File: config.mk
export PLATFORM = sky130hd
export DESIGN_NAME = scf_front
export DESIGN_NICKNAME = d
export VERILOG_FILES = /design/src/verilog/scf_pkg.sv /design/src/verilog/scf_chan.sv /design/src/verilog/scf_front.sv
export SDC_FILE = /design/constraint.sdc
export NUM_CORES = 1
export LEC_CHECK = 0
export BUFFER_PORTS_ARGS = -buffer_cell sky130_fd_sc_hd__buf_2
export CAP_MARGIN = 40
export CORE_MARGIN = 3
export CORE_UTILIZATION = 52
export CTS_BUF_LIST = sky130_fd_sc_hd__clkbuf_8
export CTS_CLUSTER_DIAMETER = 200
export DETAILED_ROUTE_END_ITERATION = 10
export GPL_TIMING_DRIVEN = 0
export PLACE_DENSITY = 0.73
export SLEW_MARGIN = 20
export SYNTH_ARGS = -nofsm -noshare
export SYNTH_HDL_FRONTEND = slang
export SYNTH_SLANG_ARGS = --single-unit
File: constraint.sdc
create_clock -name clk -period 9.3 [get_ports clk]
set_input_delay 0.93 -clock clk [delete_from_list [all_inputs] [get_ports clk]]
set_output_delay 0.93 -clock clk [all_outputs]
set_load 0.02 [all_outputs]
File: src/verilog/scf_pkg.sv
/*
  scf_pkg: shared constants and carrier types for the serial controller
  command and interrupt front end.
  assumes: included first in compile order; nothing is imported.
*/
`default_nettype none
package scf_pkg;
  // indexed register pointer values
  localparam logic [2:0] PTR_CMD = 3'h0;
  localparam logic [2:0] PTR_CFG = 3'h1;
  localparam logic [2:0] PTR_VEC = 3'h2;
  // basic command codes, command register bits 5:3
  localparam logic [2:0] CMD_NOP     = 3'h0;
  localparam logic [2:0] CMD_ABORT   = 3'h1;
  localparam logic [2:0] CMD_EXT_REL = 3'h2;
  localparam logic [2:0] CMD_CH_RST  = 3'h3;
  localparam logic [2:0] CMD_RX_ARM  = 3'h4;
  localparam logic [2:0] CMD_TX_CLR  = 3'h5;
  localparam logic [2:0] CMD_ERR_RST = 3'h6;
  localparam logic [2:0] CMD_RETURN  = 3'h7;
  // checksum reset codes, command register bits 7:6
  localparam logic [1:0] CRC_RX  = 2'h1;
  localparam logic [1:0] CRC_TX  = 2'h2;
  localparam logic [1:0] CRC_EOM = 2'h3;
  // interrupt/wait-ready configuration fields
  localparam int CFG_EXT_IE = 0;
  localparam int CFG_TX_IE  = 1;
  localparam int CFG_SAV    = 2;
  localparam int CFG_RXM_LO = 3;
  localparam int CFG_WR_RX  = 5;
  localparam int CFG_WR_RDY = 6;
  localparam int CFG_WR_EN  = 7;
  localparam logic [1:0] RXM_OFF   = 2'h0;
  localparam logic [1:0] RXM_FIRST = 2'h1;
  localparam logic [1:0] RXM_NOPAR = 2'h3;
  // interrupt cause codes, also vector bits 2:1
  localparam logic [1:0] CAUSE_TX  = 2'h0;
  localparam logic [1:0] CAUSE_EXT = 2'h1;
  localparam logic [1:0] CAUSE_RX  = 2'h2;
  localparam logic [1:0] CAUSE_SP  = 2'h3;
  // status bit positions
  localparam int ST_RX_AVAIL = 0;
  localparam int ST_INT_PEND = 1;
  localparam int ST_TX_EMPTY = 2;
  localparam int ST_EXT_LAT  = 3;
  localparam int SP_PARITY   = 4;
  localparam int SP_OVERRUN  = 5;
  localparam int SP_FRAMING  = 6;
  localparam int SP_EOF      = 7;
  // return-from-interrupt opcode bytes, then register reset values and sync depth
  localparam logic [7:0] RET_BYTE1 = 8'hed;
  localparam logic [7:0] RET_BYTE2 = 8'h4d;
  localparam logic [7:0] RST_CFG   = 8'h00;
  localparam logic [7:0] RST_VEC   = 8'h00;
  localparam int SYNC_STAGES = 2;

  // channel events from the serial engine, same clock
  typedef struct packed {
    logic ext_event;
    logic tx_empty;
    logic rx_char;
    logic parity_err;
    logic overrun_err;
    logic framing_err;
    logic end_of_frame;
    logic rx_full;
  } scf_ev_t;

  // one-cycle command pulses to the serial engine
  typedef struct packed {
    logic abort_tx;
    logic chan_reset;
    logic rx_crc_reset;
    logic tx_crc_reset;
    logic eom_reset;
  } scf_cmd_t;
endpackage
`default_nettype wire

File: src/verilog/scf_chan.sv
/*
  scf_chan: per-channel interrupt sources, error latches, configuration
  register and wait/ready pin.
  assumes: events come from logic on clk; command pulses last one cycle.
*/
`default_nettype none
module scf_chan (
  input  wire logic           clk,
  input  wire logic           rst_n,
  input  wire logic           chan_rst,
  input  wire logic           cfg_we,
  input  wire logic [7:0]     wdata,
  input  wire logic           ext_rel,
  input  wire logic           rx_arm,
  input  wire logic           tx_clr,
  input  wire logic           err_rst,
  input  wire logic           ack,
  input  wire logic [1:0]     ack_cause,
  input  wire logic           data_sel,
  input  wire logic           data_rd,
  input  wire scf_pkg::scf_ev_t ev,
  output logic [7:0]          cfg_q,
  output logic [3:0]          pend_q,
  output logic                ext_lat_q,
  output logic                par_q,
  output logic                ovr_q,
  output logic                wrdy_o,
  output logic                wrdy_oe
);
  logic       tx_empty_q;
  logic       armed_q;
  logic [1:0] rxm;
  logic       special;
  logic [3:0] set_v;
  logic [3:0] clr_v;

  assign rxm = cfg_q[scf_pkg::CFG_RXM_LO +: 2];
  // mode 11 leaves parity out of the special conditions
  assign special = ev.overrun_err | ev.framing_err | ev.end_of_frame |
                   (ev.parity_err & (rxm != scf_pkg::RXM_NOPAR));

  // interrupt sources per cause
  always_comb begin
    set_v = 4'h0;
    clr_v = 4'h0;
    set_v[scf_pkg::CAUSE_TX] = cfg_q[scf_pkg::CFG_TX_IE] &
                               ev.tx_empty & ~tx_empty_q;
    set_v[scf_pkg::CAUSE_EXT] = cfg_q[scf_pkg::CFG_EXT_IE] &
                                ev.ext_event & ~ext_lat_q;
    set_v[scf_pkg::CAUSE_RX] = ev.rx_char & ((rxm == scf_pkg::RXM_FIRST) ?
                               armed_q : (rxm != scf_pkg::RXM_OFF));
    set_v[scf_pkg::CAUSE_SP] = special & (rxm != scf_pkg::RXM_OFF);
    clr_v[scf_pkg::CAUSE_TX] = tx_clr;
    if (ack)
      clr_v[ack_cause] = 1'b1;
  end

  // set wins over clear for every pending bit
  always_ff @(posedge clk or negedge rst_n) begin
    if (!rst_n) begin
      pend_q     <= 4'h0;
      tx_empty_q <= 1'b0;
    end else if (chan_rst) begin
      pend_q     <= 4'h0;
      tx_empty_q <= 1'b0;
    end else begin
      pend_q     <= (pend_q & ~clr_v) | set_v;
      tx_empty_q <= ev.tx_empty;
    end
  end

  // latches: external status, first-character arm, error flags
  always_ff @(posedge clk or negedge rst_n) begin
    if (!rst_n) begin
      ext_lat_q <= 1'b0;
      armed_q   <= 1'b1;
      par_q     <= 1'b0;
      ovr_q     <= 1'b0;
      cfg_q     <= scf_pkg::RST_CFG;
    end else if (chan_rst) begin
      ext_lat_q <= 1'b0;
      armed_q   <= 1'b1;
      par_q     <= 1'b0;
      ovr_q     <= 1'b0;
      cfg_q     <= scf_pkg::RST_CFG;
    end else begin
      ext_lat_q <= set_v[scf_pkg::CAUSE_EXT] | (ext_lat_q & ~ext_rel);
      armed_q   <= rx_arm | (armed_q & ~set_v[scf_pkg::CAUSE_RX]);
      par_q     <= ev.parity_err | (par_q & ~err_rst);
      ovr_q     <= ev.overrun_err | (ovr_q & ~err_rst);
      if (cfg_we)
        cfg_q <= wdata;
    end
  end

  // wait/ready pin: ready drives both levels, wait only pulls low
  always_comb begin
    logic rx_side;
    logic busy;
    rx_side = cfg_q[scf_pkg::CFG_WR_RX];
    busy = rx_side ? ~ev.rx_full : ~ev.tx_empty;
    wrdy_o = 1'b1;
    wrdy_oe = 1'b0;
    if (cfg_q[scf_pkg::CFG_WR_RDY]) begin
      wrdy_oe = 1'b1;
      wrdy_o = ~(cfg_q[scf_pkg::CFG_WR_EN] & ~busy);
    end else if (cfg_q[scf_pkg::CFG_WR_EN] & busy & data_sel &
                 (data_rd == rx_side)) begin
      wrdy_oe = 1'b1;
      wrdy_o = 1'b0;
    end
  end
endmodule
`default_nettype wire

File: src/verilog/scf_front.sv
/*
  scf_front: host-facing command interpreter and interrupt daisy-chain
  logic for a two-channel serial controller.
  assumes: bus pins and chain pins are asynchronous to clk and are
  synchronised here; serial engines sit on clk and use the command
  pulses; the board resolves the open-drain interrupt and wait pins.
*/
`default_nettype none
// Operation
// pointer bits pick next accessed register, then revert to command reg
// command 000 only updates the pointer
// command 001 asks the transmitter for an abort sequence, framed mode
// command 010 releases the latched external status for re-interrupt
// command 011 resets its channel; on channel A also priority logic
// command 100 re-arms the first-character receive interrupt
// command 101 clears pending transmit-empty interrupt
// command 110 clears latched parity and overrun flags
// command 111 on channel A acts like a return opcode
// top command bits reset rx checksum, tx checksum or underrun latch
// external/status enable raises interrupt on status events
// transmit enable raises interrupt when buffer becomes empty
// status-affects-vector on channel B modifies vector bits 3:1
// receive mode: off, first char, every char, every char sans parity
// wait/ready bit five picks receive or transmit buffer
// wait/ready bit six picks ready or wait function
// bit seven enables pin; ready is low while buffer empty; on the receive side the code drives it low while buffer full
// request state frozen while fetch indication is active
// first return byte never acknowledges; priority output restored
// second return byte ends service, priority output goes high
// host acknowledges with fetch low first, then io request low
// host programs format/mode register before other registers
// modified vector: bit3 channel, bits 2:1 cause code
// any reset returns pointer to command reg, clears pending
module scf_front (
  input  wire logic             clk,
  input  wire logic             nrst,
  input  wire logic             chip_enable_n,
  input  wire logic             io_request_n,
  input  wire logic             read_n,
  input  wire logic             chan_b_sel,
  input  wire logic             ctrl_sel,
  input  wire logic             fetch_cycle_n,
  input  wire logic             priority_in,
  input  wire logic [7:0]       data_in,
  output logic [7:0]            data_out,
  output logic                  data_oe,
  output logic                  int_o,
  output logic                  int_oe,
  output logic                  priority_out,
  input  wire scf_pkg::scf_ev_t ev_a,
  input  wire scf_pkg::scf_ev_t ev_b,
  output scf_pkg::scf_cmd_t     cmd_a,
  output scf_pkg::scf_cmd_t     cmd_b,
  output logic                  wrdy_a_o,
  output logic                  wrdy_a_oe,
  output logic                  wrdy_b_o,
  output logic                  wrdy_b_oe
);
  localparam int PW = 15;

  logic [1:0]    rst_sync_q;
  logic          rst_n;
  logic [PW-1:0] pin_s1_q;
  logic [PW-1:0] pin_s2_q;
  logic          ce_s;
  logic          io_request_n_s;
  logic          rd_s;
  logic          chb_s;
  logic          ctl_s;
  logic          fetch_s;
  logic          pri_s;
  logic [7:0]    din_s;
  logic          bus_act;
  logic          ack_act;
  logic          op_act;
  logic          bus_act_q;
  logic          ack_act_q;
  logic          op_act_q;
  logic          wr_stb;
  logic          rd_stb;
  logic          ack_stb;
  logic          op_stb;
  logic [2:0]    ptr_a_q;
  logic [2:0]    ptr_b_q;
  logic [2:0]    ptr_sel;
  logic [7:0]    vec_q;
  logic          ctl_wr;
  logic [2:0]    basic;
  logic [1:0]    crc_code;
  logic          cmd_en;
  logic [1:0]    cfg_we;
  logic [1:0]    ext_rel;
  logic [1:0]    rx_arm;
  logic [1:0]    tx_clr;
  logic [1:0]    err_rst;
  logic [1:0]    ch_rst_q;
  logic          return_from_irq_opcode_cmd;
  logic [7:0]    cfg_a;
  logic [7:0]    cfg_b;
  logic [3:0]    pend_a;
  logic [3:0]    pend_b;
  logic [1:0]    ext_lat;
  logic [1:0]    par_lat;
  logic [1:0]    ovr_lat;
  logic          ip_q;
  logic          ius_q;
  logic          ed_seen_q;
  logic          ack_drv_q;
  logic          win_chan_a;
  logic [1:0]    win_cause;
  logic [7:0]    vec_out;
  logic [1:0]    ack_ch;
  logic [7:0]    rd_mux;

  // reset release through two flops, assertion stays asynchronous
  always_ff @(posedge clk or negedge nrst) begin
    if (!nrst)
      rst_sync_q <= 2'h0;
    else
      rst_sync_q <= {rst_sync_q[0], 1'b1};
  end
  assign rst_n = rst_sync_q[1];

  // bus and chain pins cross in with two flops; only stage two is read
  always_ff @(posedge clk or negedge rst_n) begin
    if (!rst_n) begin
      pin_s1_q <= {PW{1'b1}};
      pin_s2_q <= {PW{1'b1}};
    end else begin
      pin_s1_q <= {chip_enable_n, io_request_n, read_n, chan_b_sel,
                   ctrl_sel, fetch_cycle_n, priority_in, data_in};
      pin_s2_q <= pin_s1_q;
    end
  end
  assign {ce_s, io_request_n_s, rd_s, chb_s, ctl_s, fetch_s, pri_s, din_s} =
    pin_s2_q;

  // cycle kinds: register access, acknowledge, opcode fetch
  assign bus_act = ~ce_s & ~io_request_n_s & fetch_s;
  assign ack_act = ~fetch_s & ~io_request_n_s;
  assign op_act  = ~fetch_s & ~rd_s & io_request_n_s;

  always_ff @(posedge clk or negedge rst_n) begin
    if (!rst_n) begin
      bus_act_q <= 1'b0;
      ack_act_q <= 1'b0;
      op_act_q  <= 1'b0;
    end else begin
      bus_act_q <= bus_act;
      ack_act_q <= ack_act;
      op_act_q  <= op_act;
    end
  end

  // one strobe per host cycle, taken on the leading edge
  assign wr_stb  = bus_act & ~bus_act_q & rd_s;
  assign rd_stb  = bus_act & ~bus_act_q & ~rd_s;
  assign ack_stb = ack_act & ~ack_act_q;
  assign op_stb  = op_act & ~op_act_q;

  assign ptr_sel  = chb_s ? ptr_b_q : ptr_a_q;
  assign ctl_wr   = wr_stb & ctl_s;
  assign basic    = din_s[5:3];
  assign crc_code = din_s[7:6];
  assign cmd_en   = ctl_wr & (ptr_sel == scf_pkg::PTR_CMD);

  // command decode into per-channel strobes
  always_comb begin
    cfg_we  = 2'h0;
    ext_rel = 2'h0;
    rx_arm  = 2'h0;
    tx_clr  = 2'h0;
    err_rst = 2'h0;
    if (ctl_wr & (ptr_sel == scf_pkg::PTR_CFG))
      cfg_we[chb_s] = 1'b1;
    if (cmd_en) begin
      ext_rel[chb_s] = (basic == scf_pkg::CMD_EXT_REL);
      rx_arm[chb_s]  = (basic == scf_pkg::CMD_RX_ARM);
      tx_clr[chb_s]  = (basic == scf_pkg::CMD_TX_CLR);
      err_rst[chb_s] = (basic == scf_pkg::CMD_ERR_RST);
    end
  end
  // the return command is refused on channel B
  assign return_from_irq_opcode_cmd = cmd_en & ~chb_s & (basic == scf_pkg::CMD_RETURN);

  // pointer: set by a command write other than channel reset, back to zero after any other control-port access
  always_ff @(posedge clk or negedge rst_n) begin
    if (!rst_n) begin
      ptr_a_q <= scf_pkg::PTR_CMD;
      ptr_b_q <= scf_pkg::PTR_CMD;
    end else if ((wr_stb | rd_stb) & ctl_s) begin
      if (!chb_s)
        ptr_a_q <= (cmd_en && basic != scf_pkg::CMD_CH_RST) ?
                   din_s[2:0] : scf_pkg::PTR_CMD;
      else
        ptr_b_q <= (cmd_en && basic != scf_pkg::CMD_CH_RST) ?
                   din_s[2:0] : scf_pkg::PTR_CMD;
    end
  end

  // vector register lives on channel B only
  always_ff @(posedge clk or negedge rst_n) begin
    if (!rst_n)
      vec_q <= scf_pkg::RST_VEC;
    else if (ctl_wr & chb_s & (ptr_sel == scf_pkg::PTR_VEC))
      vec_q <= din_s;
  end

  // registered command pulses out to the serial engines
  always_ff @(posedge clk or negedge rst_n) begin
    if (!rst_n) begin
      cmd_a    <= '0;
      cmd_b    <= '0;
      ch_rst_q <= 2'h0;
    end else begin
      cmd_a <= '0;
      cmd_b <= '0;
      ch_rst_q <= 2'h0;
      if (cmd_en) begin
        if (!chb_s) begin
          cmd_a.abort_tx     <= (basic == scf_pkg::CMD_ABORT);
          cmd_a.chan_reset   <= (basic == scf_pkg::CMD_CH_RST);
          cmd_a.rx_crc_reset <= (crc_code == scf_pkg::CRC_RX);
          cmd_a.tx_crc_reset <= (crc_code == scf_pkg::CRC_TX);
          cmd_a.eom_reset    <= (crc_code == scf_pkg::CRC_EOM);
          ch_rst_q[0]        <= (basic == scf_pkg::CMD_CH_RST);
        end else begin
          cmd_b.abort_tx     <= (basic == scf_pkg::CMD_ABORT);
          cmd_b.chan_reset   <= (basic == scf_pkg::CMD_CH_RST);
          cmd_b.rx_crc_reset <= (crc_code == scf_pkg::CRC_RX);
          cmd_b.tx_crc_reset <= (crc_code == scf_pkg::CRC_TX);
          cmd_b.eom_reset    <= (crc_code == scf_pkg::CRC_EOM);
          ch_rst_q[1]        <= (basic == scf_pkg::CMD_CH_RST);
        end
      end
    end
  end

  // acknowledge clears the winning cause in its own channel
  assign ack_ch = {2{ack_stb & ip_q & pri_s & ~ius_q}} &
                  {~win_chan_a, win_chan_a};

  scf_chan u_chan_a (
    .clk       (clk),
    .rst_n     (rst_n),
    .chan_rst  (ch_rst_q[0]),
    .cfg_we    (cfg_we[0]),
    .wdata     (din_s),
    .ext_rel   (ext_rel[0]),
    .rx_arm    (rx_arm[0]),
    .tx_clr    (tx_clr[0]),
    .err_rst   (err_rst[0]),
    .ack       (ack_ch[0]),
    .ack_cause (win_cause),
    .data_sel  (bus_act & ~ctl_s & ~chb_s),
    .data_rd   (~rd_s),
    .ev        (ev_a),
    .cfg_q     (cfg_a),
    .pend_q    (pend_a),
    .ext_lat_q (ext_lat[0]),
    .par_q     (par_lat[0]),
    .ovr_q     (ovr_lat[0]),
    .wrdy_o    (wrdy_a_o),
    .wrdy_oe   (wrdy_a_oe)
  );

  scf_chan u_chan_b (
    .clk       (clk),
    .rst_n     (rst_n),
    .chan_rst  (ch_rst_q[1]),
    .cfg_we    (cfg_we[1]),
    .wdata     (din_s),
    .ext_rel   (ext_rel[1]),
    .rx_arm    (rx_arm[1]),
    .tx_clr    (tx_clr[1]),
    .err_rst   (err_rst[1]),
    .ack       (ack_ch[1]),
    .ack_cause (win_cause),
    .data_sel  (bus_act & ~ctl_s & chb_s),
    .data_rd   (~rd_s),
    .ev        (ev_b),
    .cfg_q     (cfg_b),
    .pend_q    (pend_b),
    .ext_lat_q (ext_lat[1]),
    .par_q     (par_lat[1]),
    .ovr_q     (ovr_lat[1]),
    .wrdy_o    (wrdy_b_o),
    .wrdy_oe   (wrdy_b_oe)
  );

  // channel A outranks B; receive special, receive, transmit, external
  always_comb begin
    logic [3:0] p;
    p = (|pend_a) ? pend_a : pend_b;
    win_chan_a = |pend_a;
    if (p[scf_pkg::CAUSE_SP])
      win_cause = scf_pkg::CAUSE_SP;
    else if (p[scf_pkg::CAUSE_RX])
      win_cause = scf_pkg::CAUSE_RX;
    else if (p[scf_pkg::CAUSE_TX])
      win_cause = scf_pkg::CAUSE_TX;
    else
      win_cause = scf_pkg::CAUSE_EXT;
  end

  // status-affects-vector bit is taken from channel B only
  assign vec_out = cfg_b[scf_pkg::CFG_SAV] ?
                   {vec_q[7:4], win_chan_a, win_cause, vec_q[0]} : vec_q;

  // request state only moves outside fetch cycles
  always_ff @(posedge clk or negedge rst_n) begin
    if (!rst_n)
      ip_q <= 1'b0;
    else if (ch_rst_q[0])
      ip_q <= 1'b0;
    else if (fetch_s)
      ip_q <= (|pend_a) | (|pend_b);
  end

  // service state and return-opcode tracking
  always_ff @(posedge clk or negedge rst_n) begin
    if (!rst_n) begin
      ius_q     <= 1'b0;
      ed_seen_q <= 1'b0;
    end else if (ch_rst_q[0]) begin
      ius_q     <= 1'b0;
      ed_seen_q <= 1'b0;
    end else begin
      if (ack_stb & ip_q & pri_s & ~ius_q)
        ius_q <= 1'b1;
      else if (return_from_irq_opcode_cmd & pri_s)
        ius_q <= 1'b0;
      else if (op_stb & ed_seen_q & (din_s == scf_pkg::RET_BYTE2) & pri_s)
        ius_q <= 1'b0;
      // first byte arms the second; any other fetch disarms
      if (op_stb)
        ed_seen_q <= (din_s == scf_pkg::RET_BYTE1);
    end
  end

  // status read mux by pointer
  always_comb begin
    rd_mux = 8'h00;
    case (ptr_sel)
      scf_pkg::PTR_CMD: begin
        rd_mux[scf_pkg::ST_RX_AVAIL] = chb_s ? ev_b.rx_full : ev_a.rx_full;
        rd_mux[scf_pkg::ST_INT_PEND] = ~chb_s & ip_q;
        rd_mux[scf_pkg::ST_TX_EMPTY] = chb_s ? ev_b.tx_empty : ev_a.tx_empty;
        rd_mux[scf_pkg::ST_EXT_LAT]  = ext_lat[chb_s];
      end
      scf_pkg::PTR_CFG: begin
        rd_mux[scf_pkg::SP_PARITY]  = par_lat[chb_s];
        rd_mux[scf_pkg::SP_OVERRUN] = ovr_lat[chb_s];
        rd_mux[scf_pkg::SP_FRAMING] = chb_s ? ev_b.framing_err :
                                      ev_a.framing_err;
        rd_mux[scf_pkg::SP_EOF]     = chb_s ? ev_b.end_of_frame :
                                      ev_a.end_of_frame;
      end
      scf_pkg::PTR_VEC: rd_mux = chb_s ? vec_out : 8'h00;
      default: rd_mux = 8'h00;
    endcase
  end

  // data bus: registered byte, driven for control reads and our ack
  always_ff @(posedge clk or negedge rst_n) begin
    if (!rst_n) begin
      data_out  <= 8'h00;
      ack_drv_q <= 1'b0;
      data_oe   <= 1'b0;
    end else begin
      if (rd_stb & ctl_s)
        data_out <= rd_mux;
      else if (ack_stb & ip_q & pri_s & ~ius_q)
        data_out <= vec_out;
      if (ack_stb)
        ack_drv_q <= ip_q & pri_s & ~ius_q;
      else if (!ack_act)
        ack_drv_q <= 1'b0;
      data_oe <= (bus_act & ~rd_s & ctl_s & ~rd_stb) |
                 (ack_act & ack_drv_q);
    end
  end

  // open-drain interrupt request, held while waiting for service
  assign int_o  = 1'b0;
  assign int_oe = ip_q & ~ius_q;

  // a request lowers the chain only until the first return byte
  assign priority_out = pri_s & ~ius_q & ~(ip_q & ~ed_seen_q);
endmodule
`default_nettype wire

==> results of run 1 <==
through the flow:
stage / hold WS, ps / utilization / setup WS [ps] / power (mW)
floorplan: 331.2 / - / 6214 / 0.5696
global placement: 340.9 / 0.6012 / 5178 / 0.5979
detailed placement: 338.0 / 0.6052 / 6373 / 0.6040
CTS: 318.1 / 0.6285 / 5947 / 0.8703
global route: 307.9 / 0.6285 / 5792 / 0.8993
finish: 318.0 / 0.6285 / 5916 / 0.8652
flip-flops by register name (all words and copies together) (netlist names), 2 cells and up:
signal and count:
ch_rst_q 2, cmd_a 4, cmd_b 4, data_out 8
pin_s1_q 15, pin_s2_q 15, ptr_a_q 3, ptr_b_q 3
rst_sync_q 2, u_chan_a.cfg_q 7, u_chan_a.pend_q 4, u_chan_b.cfg_q 8
u_chan_b.pend_q 4, vec_q 8
per-layer routing:
| layer | routed length [um] | share of wire | track usage | vias to the layer above |
|---|---|---|---|---|
| li1 | - | - | - | 1404 |
| met1 | 4253 | 0.44 | 0.2920 | 1556 |
| met2 | 4658 | 0.48 | 0.3370 | 137 |
| met3 | 626 | 0.064 | 0.03518 | 16 |
| met4 | 180 | 0.019 | 0.07029 | 0 |
| met5 | 0 | 0 | 0 | - |
layout make-up:
cell class	instances	area [um^2]
Fill cell	627	2930
Sequential cell	105	2671
Multi-Input combinational cell	219	1548
Timing Repair Buffer	58	312.8
Tap cell	102	127.6
Clock buffer	9	123.9
Buffer	17	80.08
Clock inverter	7	60.06
Inverter	9	33.78
layout by cell type (no fill, tap or decap), types with 3 or more instances in the layout:
cell type	Yosys	layout
a21oi_1	16	16
a22o_1	16	16
buf_2	4	61
buf_4	3	3
clkbuf_1	10	10
clkbuf_8	0	9
dfrtp_1	73	72
dfstp_2	32	32
inv_1	9	9
inv_6	0	3
mux2_2	16	16
mux2i_1	16	16
nand2_1	20	20
nand2b_1	7	7
nand3_1	4	4
nand3b_1	6	6
nand4_1	4	4
nand4b_1	3	3
nor2_1	33	33
nor2b_1	7	7
nor3b_1	3	3
nor4b_1	5	5
o21ai_0	9	9
o2bb2ai_1	9	9
o31ai_1	3	3
o41ai_1	3	3
or4_1	3	3
critical path, stage by stage (launching register included):
cell,delay (ps)
dfstp_2,580
nor3b_4,330
buf_2,280
nor2b_1,310
nand4_1,170
o22a_1,260
buf_2,150
power by group through the flow:
| stage | logic [mW] | registers [mW] | clock network [mW] |
|---|---|---|---|
| final | 0.0732 | 0.523 | 0.269 |
| after global routing | 0.0812 | 0.527 | 0.291 |
| after CTS | 0.0734 | 0.522 | 0.275 |
| after detailed placement | 0.0735 | 0.531 | 0 |
| after global placement | 0.0653 | 0.533 | 0 |
| after floorplan | 0.0443 | 0.525 | 0 |
cell families (layout without fill, tap and decap cells):
logic type,Yosys count,after routing,share of synthesized area
multiplexers,32,32,0.07861
AO/OA/AOI/OAI,74,74,0.1272
flip-flops,105,105,0.6162
other,2,2,0.001735
buffers and inverters,26,100,0.02630
AND/OR/NAND/NOR,111,111,0.1500
worst max path at each step:
stage | endpoint | depth (start not counted) | from
after global routing | wrdy_b_o | 6 | pin_s2_q[9]
final | wrdy_b_o | 6 | pin_s2_q[9]
after detailed placement | wrdy_b_o | 6 | pin_s2_q[9]
after CTS | wrdy_b_o | 6 | pin_s2_q[9]
after global placement | cmd_a[1] | 0 | rst_sync_q[1]
after floorplan | ack_act_q | 0 | rst_sync_q[1]
==> results.txt, run 1 <==
- Cell type with the largest total area after synthesis: dfrtp_1
* CTS resizes: 0
- Yosys instantiated no cell more often than dfrtp_1.
* H-tree level count: 3
* Cells after synthesis: 350
- The initial utilization of the core area, before any placement, comes to 0.5489.
- Main area contributors after synthesis: dfrtp_1 42%, dfstp_2 19%, mux2_2 4.2%
- Proportion of synthesized flip-flops having asynchronous set or reset: 1.000
- The flow ran to the end, and the final reports show no timing, DRC or antenna violations.
* TritonCTS clock tree: yes
- The number of antenna violations at the first check in global routing is 0.
* Pleak: 2.302 nW
- Tightest slew margin relative to the limit: 0.4103
- Die Ht: between 90 and 100 um
- Entering global routing, the biggest net connects 55 pins.
- Clock-pin slew was measured on the worst setup and hold paths at ~100 ps.
- The core region is around 7900 um^2.
- The finished layout holds 526 standard cells, fillers aside.
* Buffers inserted during post-CTS setup optimization: 0
* Flop pwr share: 0.604
- Actual slew at the worst max-slew pin: 873.1 ps
* Syn nets: approximately 380
* Required time of the critical path: between 8000 and 9000 ps
* Internal Pwr Total: 627.6 uW
- Summing all non-filler instances in the final layout gives an area of just under 5000 um^2.
- TritonCTS Buffers: 9
- Critical path start-end classification: flip-flop to primary output
- Hold violation total from the final report: 0
* Switch Pwr: ~240 uW
- Reg-to-reg endpoint: u_chan_b.cfg_q[6]
- 59 I/O pins were placed.
- For the finished layout, the period the worst path requires is between 3000 and 4000 ps.
- The number of different library cells used by synthesis comes to 48.
- Share of the cycle needed by the critical path after routing: 0.3639
* Unrepaired setup endpoints after global routing: false
- Among all flip-flop cells after synthesis, the most frequent one is dfrtp_1.
* Number of warnings issued by yosys: 0
- Final setup violation count: 0
* Average routed wire per standard cell: approximately 18 um
- The count of nets left with antenna violations once routing finished came out at 0.
- In the final layout, the share of cells above drive strength 1 is 0.3255.
- After clock tree synthesis, the flow added hold-fix buffers numbering 0.
- From synthesis to final layout, the design area changed by 14.51%.
- The first global-routing pass estimated 15760 um of wire.
* Ranking of synthesized cells by instance count: 73 x dfrtp_1, 33 x nor2_1, 32 x dfstp_2
- Antenna Diode Count: 0
- Maximum clock frequency: about 300 MHz
- Counting flops and latches in the post-synthesis netlist gives ~110.
* RePlAce Congestion: between 0.8 and 0.9
- The net count of the finished layout is around 450.
- Portion of total power attributed to the clock network: 0.311
- The setup check on the worst reg-to-reg path leaves a slack of roughly 7000 ps.
- In this run the horizontal extent of the chip is roughly 100 um.
- Detailed routing inserted a total of about 3100 vias.
- The share of total power dissipated in combinational logic is 0.085.
* Total negative slack for setup checks: 0 ps
- Hold/Removal Path Class: input pin to async pin
- Across the VDD grid, the largest voltage drop is 0.1167 mV.
- Startpoint kind of the worst setup timing path: flip-flop
- The HPWL after detailed placement is around 7000 um.
- IO Port Bufs: 57
* Cell at the root of the clock tree: clkbuf_8
- Die Footprint: around 9500 um^2
* Number of iterations in the first detailed-routing pass: 4
* Endpoint type of the worst setup path: primary output
* Core Rows: 32
- Summing all placed instances gives a cell area of 4773 um^2.
- Across every metal layer, demand over resource in global routing totals 0.2097.
- Sequential-to-total area share from yosys stat: 0.6162
* Final routed DRC violation total: 0
* Skew final: ~9.7 ps
- Sinks on the clock net: ~110
- Measured in cells, the most critical reg-to-reg path has a length of 4.
- Including well taps, the total number of placed cells is 510.
- Total wire length after detailed routing: approximately 10000 um
* Pwr dens: 174.5 nW/um^2
- Average footprint of a synthesized cell: around 12 um^2
* Cell area after synthesis: 4329 um^2
- Worst skew pair latency: approximately 370 ps
- Max-capacitance violation count: 0
- Source of the worst register-to-register timing path: pin_s2_q[11]
* Maximum fanout along the worst path: 10
- The via count of the first global-routing pass came to around 3100.
* Switching Share: 0.2746
- Vias per cell: 5.918
* Clock tree buffer depth: 2
* Final count of pins violating max slew: 0
- Area share of the largest cell type after synthesis: 0.4220
- Post-synth EDFFs: 0
- The total overflow left after global routing is 0.
* Violation count after the first detailed-route iteration: 175
* Arrival time at the worst endpoint: 2450 ps
(Power assumes the default switching activity.)
==> run 2: changes to the inputs <==
Settings changed: ABC_AREA from default to 1, PLACE_DENSITY 0.73 to 0.76.
Clock period 9.3 ns to 3.11 ns, I/O delays scaled along.
==> run 2 against run 1 <==
- first-iteration DRC count increased by 35%
- critical path depth up 1
- largest cell class unchanged
- global-route usage up 0.36 points
- critical endpoint is now wrdy_a_o
- largest power group unchanged
- design area up 3.1%
- routed wire length grew 1.7%
- sequential power increased to 3.2 times the previous value
==> results.txt, run 2 <==
- Unrepaired setup endpoints after global routing: false (unchanged).
* Average routed wire per standard cell: 15.50 um (was 18.48 um)
* Hold violation total from the final report: 0 (unchanged)
- Fraction of final layout cells with drive strength greater than 1: 0.2946 (was 0.3255)
* Cell type with the largest total area after synthesis: dfrtp_1 (unchanged)
* Commonest non-fill, non-tap cells in the layout: 91 x nand2_1, 72 x dfrtp_1, 57 x buf_2, 48 x nor2_1, 40 x inv_1 (was 72 x dfrtp_1, 61 x buf_2, 33 x nor2_1, 32 x dfstp_2, 20 x nand2_1)
- Number of iterations in the first detailed-routing pass: 5 (was 4)
- The delay contributed by the slowest stage of the critical path was 540 ps (was 580 ps).
* Synth Flop Type: dfrtp_1 (unchanged)
* Worst skew pair latency: 370 ps (about the same)
- I/O pins: 59 (unchanged)
- Actual slew at the worst max-slew pin: 590.3 ps (was 873.1 ps)
- Kind of cell adding the most delay to the critical path: flip-flops (was simple AND/OR/NAND/NOR gates)
* Time the final worst path needs with I/O delays and setup: between 1500 and 2000 ps
- Largest registers ranked by flip-flop count: pin_s1_q (15), pin_s2_q (15) (unchanged).
- The sum of negative setup slack is 0 ps (unchanged).
- The maximum clock skew at final layout was 11.99 ps (was 9.697 ps).
- Most frequently used cell type in the post-synthesis netlist: nand2_1 (was dfrtp_1)
- Sequence of cells on the critical path: buf_6 > inv_8 > o21ai_0 > a211oi_1 > a31o_2 > nand2_1 > buf_2 (was nor3b_4 > buf_2 > nor2b_1 > nand4_1 > o22a_1 > buf_2).
* Area of all placed cells without fillers: 5111 um^2 (was 4957 um^2)
* Number of warnings issued by yosys: 0 (unchanged)
* Die Ht: 98.68 um (was 97.25 um)
- Starting Density: 0.5382 (was 0.5489)
- Number of antenna violations at the first check in global routing: 0 (unchanged)
- The highest ir drop seen on vdd is 0.3500 mV (was 0.1167 mV).
- Share of the cycle needed by the critical path after routing: 0.6353
* Global Route Usage Sum: 0.2132 (was 0.2097)
- Average footprint of a synthesized cell: 9.753 um^2 (was 12.37 um^2)
* Area delta synth->final: 14.43% (was 14.51%)
- DP Wirelength: 7380 um (was 6926 um)
* Wire length of the first global-routing pass: 16450 um (was 15760 um)
- The total standard cell area after synthesis is 4467 um^2 (was 4329 um^2).
- The maximum count of clock buffers along a single path is 2 (unchanged).
* H-tree level count: 3 (unchanged)
* Required time of the critical path: 2800 ps (was 8370 ps)
- The antenna cell count came to 0 (unchanged).
- The number of pins exceeding their max-slew limit in the final report was 0 (unchanged).
* Cell type of the slowest stage on the worst timing path: dfstp_2 (unchanged)
- Vias in the first global route: 3367 (was 3085)
* Cell at the root of the clock tree: clkbuf_8 (unchanged)
- The arrival time reported for the critical path endpoint came to 1660 ps (was 2450 ps).
- The area of the core was 8299 um^2 (was 7888 um^2).
- The final worst-path setup slack is 1134 ps (was 5916 ps).
- The category of the most critical setup path was flip-flop to primary output (unchanged).
* Total of fill cells in the finished design: 704 (was 627)
- The number of instances in the synthesized netlist is 458 (was 350).
* Endpoint type of the worst setup path: primary output (unchanged)
- Maximum fanout along the worst path: 10 (unchanged)
- The CTS tree is yes (unchanged).
* IO Port Bufs: 57 (unchanged)
- The number of clock sinks was 105 (unchanged).
- Final setup violation count: 0 (unchanged)
- The worst min-delay path class was input pin to flip-flop (was input pin to async pin).
* Maximum clock frequency: 506.2 MHz
- The post-synthesis sequential area ratio is 0.5972 (was 0.6162).
* Post-route total power: 3.044 mW (was 865.2 uW)
- Ranking of synthesized cells by instance count: 91 x nand2_1, 73 x dfrtp_1, 48 x nor2_1 (was 73 x dfrtp_1, 33 x nor2_1, 32 x dfstp_2).
* Pwr dens: 595.6 nW/um^2 (was 174.5 nW/um^2)
* Final routed DRC violation total: 0 (unchanged)
- The placement-stage cell area was 4915 um^2 (was 4773 um^2).
- Maximum number of pins on one net before global-route repair: 60 (was 55)
- The most common cell after layout, fill and taps aside is nand2_1 (was dfrtp_1).
- Area share of the largest cell type after synthesis: 0.4090 (was 0.4220)
* Unique cell type count in the Yosys netlist: 43 (was 48)
* Number of synthesized register bits: 105 (unchanged)
* Number of standard cells in the final layout excluding fillers: 638 (was 526)
* TritonCTS Buffers: 9 (unchanged)
- Number of nets still failing antenna checks after routing: 0 (unchanged)
- The critical path buffer and inverter count was 3 (was 2).
- The placed cell count came to 621 (was 510).
- Main area contributors after synthesis: dfrtp_1 41%, dfstp_2 19%, nand2_1 7.6% (was dfrtp_1 42%, dfstp_2 19%, mux2_2 4.2%).
* Max-capacitance violation count: 0 (unchanged)
* Die width: 98.68 um (was 97.25 um)
- The nature of the critical path startpoint is a flip-flop (unchanged).
- The final weighted congestion of routability-driven global placement came to 0.8651 (was 0.8864).
- The clock transition at the registers of the reported paths came to 110 ps (was 100 ps).
* Nets: 561 (was 452)
- The setup slack at placement came to 1320 ps (was 6373 ps).
* Post-synth EDFFs: 0 (unchanged)
- Proportion of synthesized flip-flops having asynchronous set or reset: 1.000 (unchanged)
- The ratio of routed vias to standard cells was 5.309 (was 5.918).
* Total wire length after detailed routing: 9888 um (was 9718 um)
- The leakage power summed over all cells is 2.426 nW (was 2.302 nW).
- The leftover overflow at the end of global routing is 0 (unchanged).
- Vias after detailed routing: 3387 (was 3113)
- Syn nets: 491 (was 383)
- Status: complete, no violations (unchanged).
- The number of design-rule violations left by the first detailed-router iteration came to 237 (was 175).
* Tightest slew margin relative to the limit: 0.6065 (was 0.4103)
- Die Footprint: 9738 um^2 (was 9457 um^2)
- The number of rows created at floorplan was 33 (was 32).
run 2: changes by cell type after synthesis, sizes merged, moves of 9 or more:
| cell | previous run | this run |
|---|---|---|
| nand2 | 20 | 98 |
| a22o | 16 | 0 |
| inv | 9 | 44 |
| mux2 | 16 | 0 |
| nand3 | 5 | 21 |
| a21oi | 16 | 38 |
| o21ai | 9 | 45 |
| o2bb2ai | 9 | 0 |
| mux2i | 16 | 0 |
| nor2 | 33 | 56 |
run 2: worst paths after layout:
check                               from                 to  slack, ps  cells past startpoint
setup reg to reg            pin_s2_q[11]  u_chan_b.cfg_q[3]       1300                      9
hold / removal                data_in[3]        pin_s1_q[3]         30                      1
min in group asynchronous           nrst      rst_sync_q[1]        240                      2
max in group asynchronous  rst_sync_q[1]   u_chan_b.armed_q       2030                      1
hold reg to reg            rst_sync_q[1]          ack_drv_q        340                      0
setup / recovery            pin_s2_q[11]           wrdy_a_o       1130                      7
run 2: where the power goes:
part	total, mW	leakage [nW]	switching, mW	internal [mW]
Sequential	1.66	1.26	0.108	1.56
Combinational	0.570	1.07	0.367	0.203
Clock	0.810	0.0916	0.501	0.310
run 2: routing by layer:
layer	wire, um	vias to the layer above	track usage
met5	0	-	0
met3	614	11	0.02619
met1	4389	1621	0.3060
met4	137	0	0.06197
met2	4747	126	0.3448
li1	-	1629	-
run 2: what timing repair did:
item,4_1_cts,5_1_grt
hold buffers,1,0
buffers inserted,0,0
endpoints found under the hold margin,2,0
resized for setup,0,0
run 2: kinds of logic (layout without fill, tap and decap cells):
| family | after synthesis | count (layout) | share of synthesized area |
|---|---|---|---|
| flip-flops | 105 | 105 | 0.5972 |
| other | 2 | 2 | 0.001681 |
| AO/OA/AOI/OAI | 95 | 95 | 0.1249 |
| AND/OR/NAND/NOR | 200 | 200 | 0.2199 |
| buffers and inverters | 56 | 131 | 0.05630 |
run 2: final cells by class:
| type | count | area (um^2) | area share |
|---|---|---|---|
| clock inverters | 7 | 62.56 | 0.01224 |
| well taps | 105 | 131.4 | 0.02570 |
| plain buffers | 11 | 75.07 | 0.01469 |
| flip-flops and latches | 105 | 2671 | 0.5226 |
| multi-input cells | 297 | 1548 | 0.3028 |
| inverters | 45 | 176.4 | 0.03452 |
| clock buffers | 9 | 123.9 | 0.02424 |
| repair buffers | 59 | 322.8 | 0.06316 |
run 2: worst register-to-register path: stages, from the launching register on:
cell     delay [ps]
dfstp_2         540
buf_6           140
inv_8            70
nand2_1         110
nand2_2          90
nand2_2         120
nor2_4           60
a21oi_2         380
nand2_1         110
o21ai_0         100
run 2: through the flow:
step | hold WS, ps | util
2_1_floorplan | 15.41 | -
3_3_place_gp | 95.17 | 0.5884
3_5_place_dp | 97.95 | 0.5922
4_1_cts | 18.45 | 0.6159
5_1_grt | 9.991 | 0.6159
6_report | 27.81 | 0.6159
==> run 3: changes to the inputs <==
Clock period 3.11 ns to 1.8 ns, I/O delays scaled along.
==> run 3 against run 2 <==
- count of clock-buffer cells in the layout rose by 1
- clock skew fell by 5.2 ps
- via count rose by 9.4%
- routed wire length rose by 15%
- critical path type is now flip-flop to flip-flop
- the run now ends with setup timing left
- die area did not move
- first-iteration DRC count rose by 8.9%
==> results.txt, run 3 (synthesis results as in run 2) <==
* Core Rows: 33 (unchanged)
- Violation count after the first detailed-route iteration: 258 (was 237)
- For the finished layout, the period the worst path requires is 1903 ps.
* IR Drop Worst-Case VDD: 0.6496 mV (was 0.3500 mV)
* Worst Setup Slack, final: -103.2 ps (was 1134 ps)
- The largest fanout on the critical path is 8 (was 10).
* Number of antenna violations at the first check in global routing: 0 (unchanged)
- Number of buffer and inverter instances along the worst setup path: 3 (unchanged)
- The placement-stage cell area is 4915 um^2 (unchanged).
- RePlAce Congestion: 0.9027 (was 0.8651)
* Clock tree buffer depth: 2 (unchanged)
* Hold violation total from the final report: 0 (unchanged)
* Maximum number of pins on one net before global-route repair: 58 (was 60)
* Final setup violation count: 21 (was 0)
- I/O pins: 59 (unchanged)
- Sequence of cells on the critical path: buf_6 > buf_4 > nand2_2 > nand2_4 > nand3_4 > nor2_8 > buf_4 > nand4_1 > nand4_1 > nand2_1 (was buf_6 > inv_8 > o21ai_0 > a211oi_1 > a31o_2 > nand2_1 > buf_2)
- Area delta synth->final: 28.32% (was 14.43%)
- Antenna Diode Count: 0 (unchanged)
- The maximum clock skew at final layout is 6.820 ps (was 11.99 ps).
- Largest registers ranked by flip-flop count: pin_s1_q (15), pin_s2_q (15) (unchanged).
- In the finished design, the share of the clock period the worst path needs comes to 1.057.
- The category of the most critical setup path is flip-flop to flip-flop (was flip-flop to primary output).
- The relative max-transition margin is 0.5642 (was 0.6065).
- Fraction of final layout cells with drive strength greater than 1: 0.3799 (was 0.2946)
* Startpoint kind of the worst setup timing path: flip-flop (unchanged)
- Cell type of the slowest stage on the worst timing path: dfstp_2 (unchanged)
- The post-DP HPWL was 7561 um (was 7380 um).
* TritonCTS clock tree: yes (unchanged)
- Total negative slack for setup checks: -612.5 ps (was 0 ps)
* Failing checks: setup timing
* Die width: 98.68 um (unchanged)
- The starting density of the core came to 0.5382 (unchanged).
* CP max stage delay: 540 ps (about the same)
- The ratio of total power to cell area was 954.2 nW/um^2 (was 595.6 nW/um^2).
- The number of antenna-violating nets in the routed design came to 0 (unchanged).
* TritonCTS Buffers: 9 (unchanged)
- The family with the most delay on the worst path is simple AND/OR/NAND/NOR gates (was flip-flops).
- Hold/Removal Path Class: input pin to flip-flop (unchanged)
- Number of iterations in the first detailed-routing pass: 5 (unchanged)
* Required time of the critical path: 2090 ps (was 2800 ps)
* Cell at the root of the clock tree: clkbuf_8 (unchanged)
* Status: finished with violations (was complete, no violations)
* Total wire length after detailed routing: 11360 um (was 9888 um)
- Final core utilization: 0.6906 (was 0.6159)
- The leftover overflow at the end of global routing is 0 (unchanged).
- The global-route usage over all layers came to 0.2244 (was 0.2132).
- Unrepaired setup endpoints after global routing: true (was false).
- The transition time at the pin with the least slew margin was 645.3 ps (was 590.3 ps).
- The number of buffers added on ports was 57 (unchanged).
- Die Footprint: 9738 um^2 (unchanged)
- The total power of the final layout was 5.469 mW (was 3.044 mW).
- Final routed DRC violation total: 0 (unchanged)
- The slack of the worst reg-to-reg path came to -100 ps (was 1300 ps).
- Nets: 594 (was 561)
- Maximum clock frequency: 525.4 MHz
* Area of all placed cells without fillers: 5732 um^2 (was 5111 um^2)
- Max-capacitance violation count: 0 (unchanged)
- The die span in y came to 98.68 um (unchanged).
- Worst skew pair latency: 380 ps (was 370 ps)
- Total core area: 8299 um^2 (unchanged)
- Vias in the first global route: 3460 (was 3367)
* Average routed wire per standard cell: 16.93 um (was 15.50 um)
* Wire length of the first global-routing pass: 16950 um (was 16450 um)
* Vias per cell: 5.523 (was 5.309)
* Arrival time at the worst endpoint: 2190 ps (was 1660 ps)
- Commonest non-fill, non-tap cells in the layout: 72 x nand2_1, 72 x dfrtp_1, 54 x buf_2, 44 x nor2_1, 39 x inv_1 (was 91 x nand2_1, 72 x dfrtp_1, 57 x buf_2, 48 x nor2_1, 40 x inv_1).
- The number of filler instances in the final layout is 594 (was 704).
- Pleak: 2.711 nW (was 2.426 nW)
- Vias after detailed routing: 3706 (was 3387)
- Final count of pins violating max slew: 0 (unchanged)
* Clock-pin slew on the worst setup and hold paths: 110 ps (about the same)
- Endpoint type of the worst setup path: flip-flop (was primary output)
- H-tree level count: 3 (unchanged)
- Sinks on the clock net: 105 (unchanged)
==> run 3: repair_timing <==
action | in CTS | in global routing
setup endpoints to repair | 5 | 48
cloned | 0 | 1
hold endpoints to repair | 17 | 0
pin swaps | 2 | 11
gates resized for setup | 5 | 78
setup buffers | 5 | 12
hold buffers | 16 | 0
==> run 3: layout make-up <==
cell class,count,area [um^2],area share
repair buffers,92,683.2,0.1192
multi-input cells,297,1778,0.3102
clock inverters,6,70.07,0.01222
well taps,105,131.4,0.02292
clock buffers,10,137.6,0.02401
plain buffers,11,80.08,0.01397
flip-flops and latches,105,2671,0.4661
inverters,45,180.2,0.03143
==> run 3: power breakdown <==
group	switching, mW	internal, mW	total (mW)
registers	0.196	2.69	2.89
logic	0.679	0.404	1.08
clock network	0.915	0.587	1.50
total	1.79	3.68	5.47
==> run 3: layer usage <==
layer  wire (um)  GRT usage  vias to the layer above
met5           0          0                        -
met4         502    0.09139                        0
met3         617    0.06016                       36
met2        5587     0.3526                      147
met1        4654     0.2982                     1816
li1            -          -                     1707
==> run 3: per-stage QoR <==
stage                     setup WS [ps]  hold slack, ps  std cells
after floorplan                   70.05          -115.6        458
after global placement           -461.0          -35.81        620
after detailed placement          27.47          -33.74        621
after CTS                        -25.37           30.24        658
after global routing             -171.7           50.12        671
final                            -103.2           37.28        671
==> run 3: final timing paths <==
| kind | from | to | cells after the start |
|---|---|---|---|
| min reg2reg | rst_sync_q[1] | ack_act_q | 0 |
| max | pin_s2_q[11] | ius_q | 10 |
| max in group asynchronous | rst_sync_q[1] | u_chan_b.armed_q | 1 |
| min in group asynchronous | nrst | rst_sync_q[1] | 2 |
| min | ev_b[3] | u_chan_b.ovr_q | 3 |
| max reg2reg | pin_s2_q[11] | ius_q | 10 |
==> run 3: tightest hold or removal path: cells and delay by family <==
kind,cells,cell delay (ps)
buffers and inverters,1,100
AND/OR/NAND/NOR,1,70
AO/OA/AOI/OAI,1,30
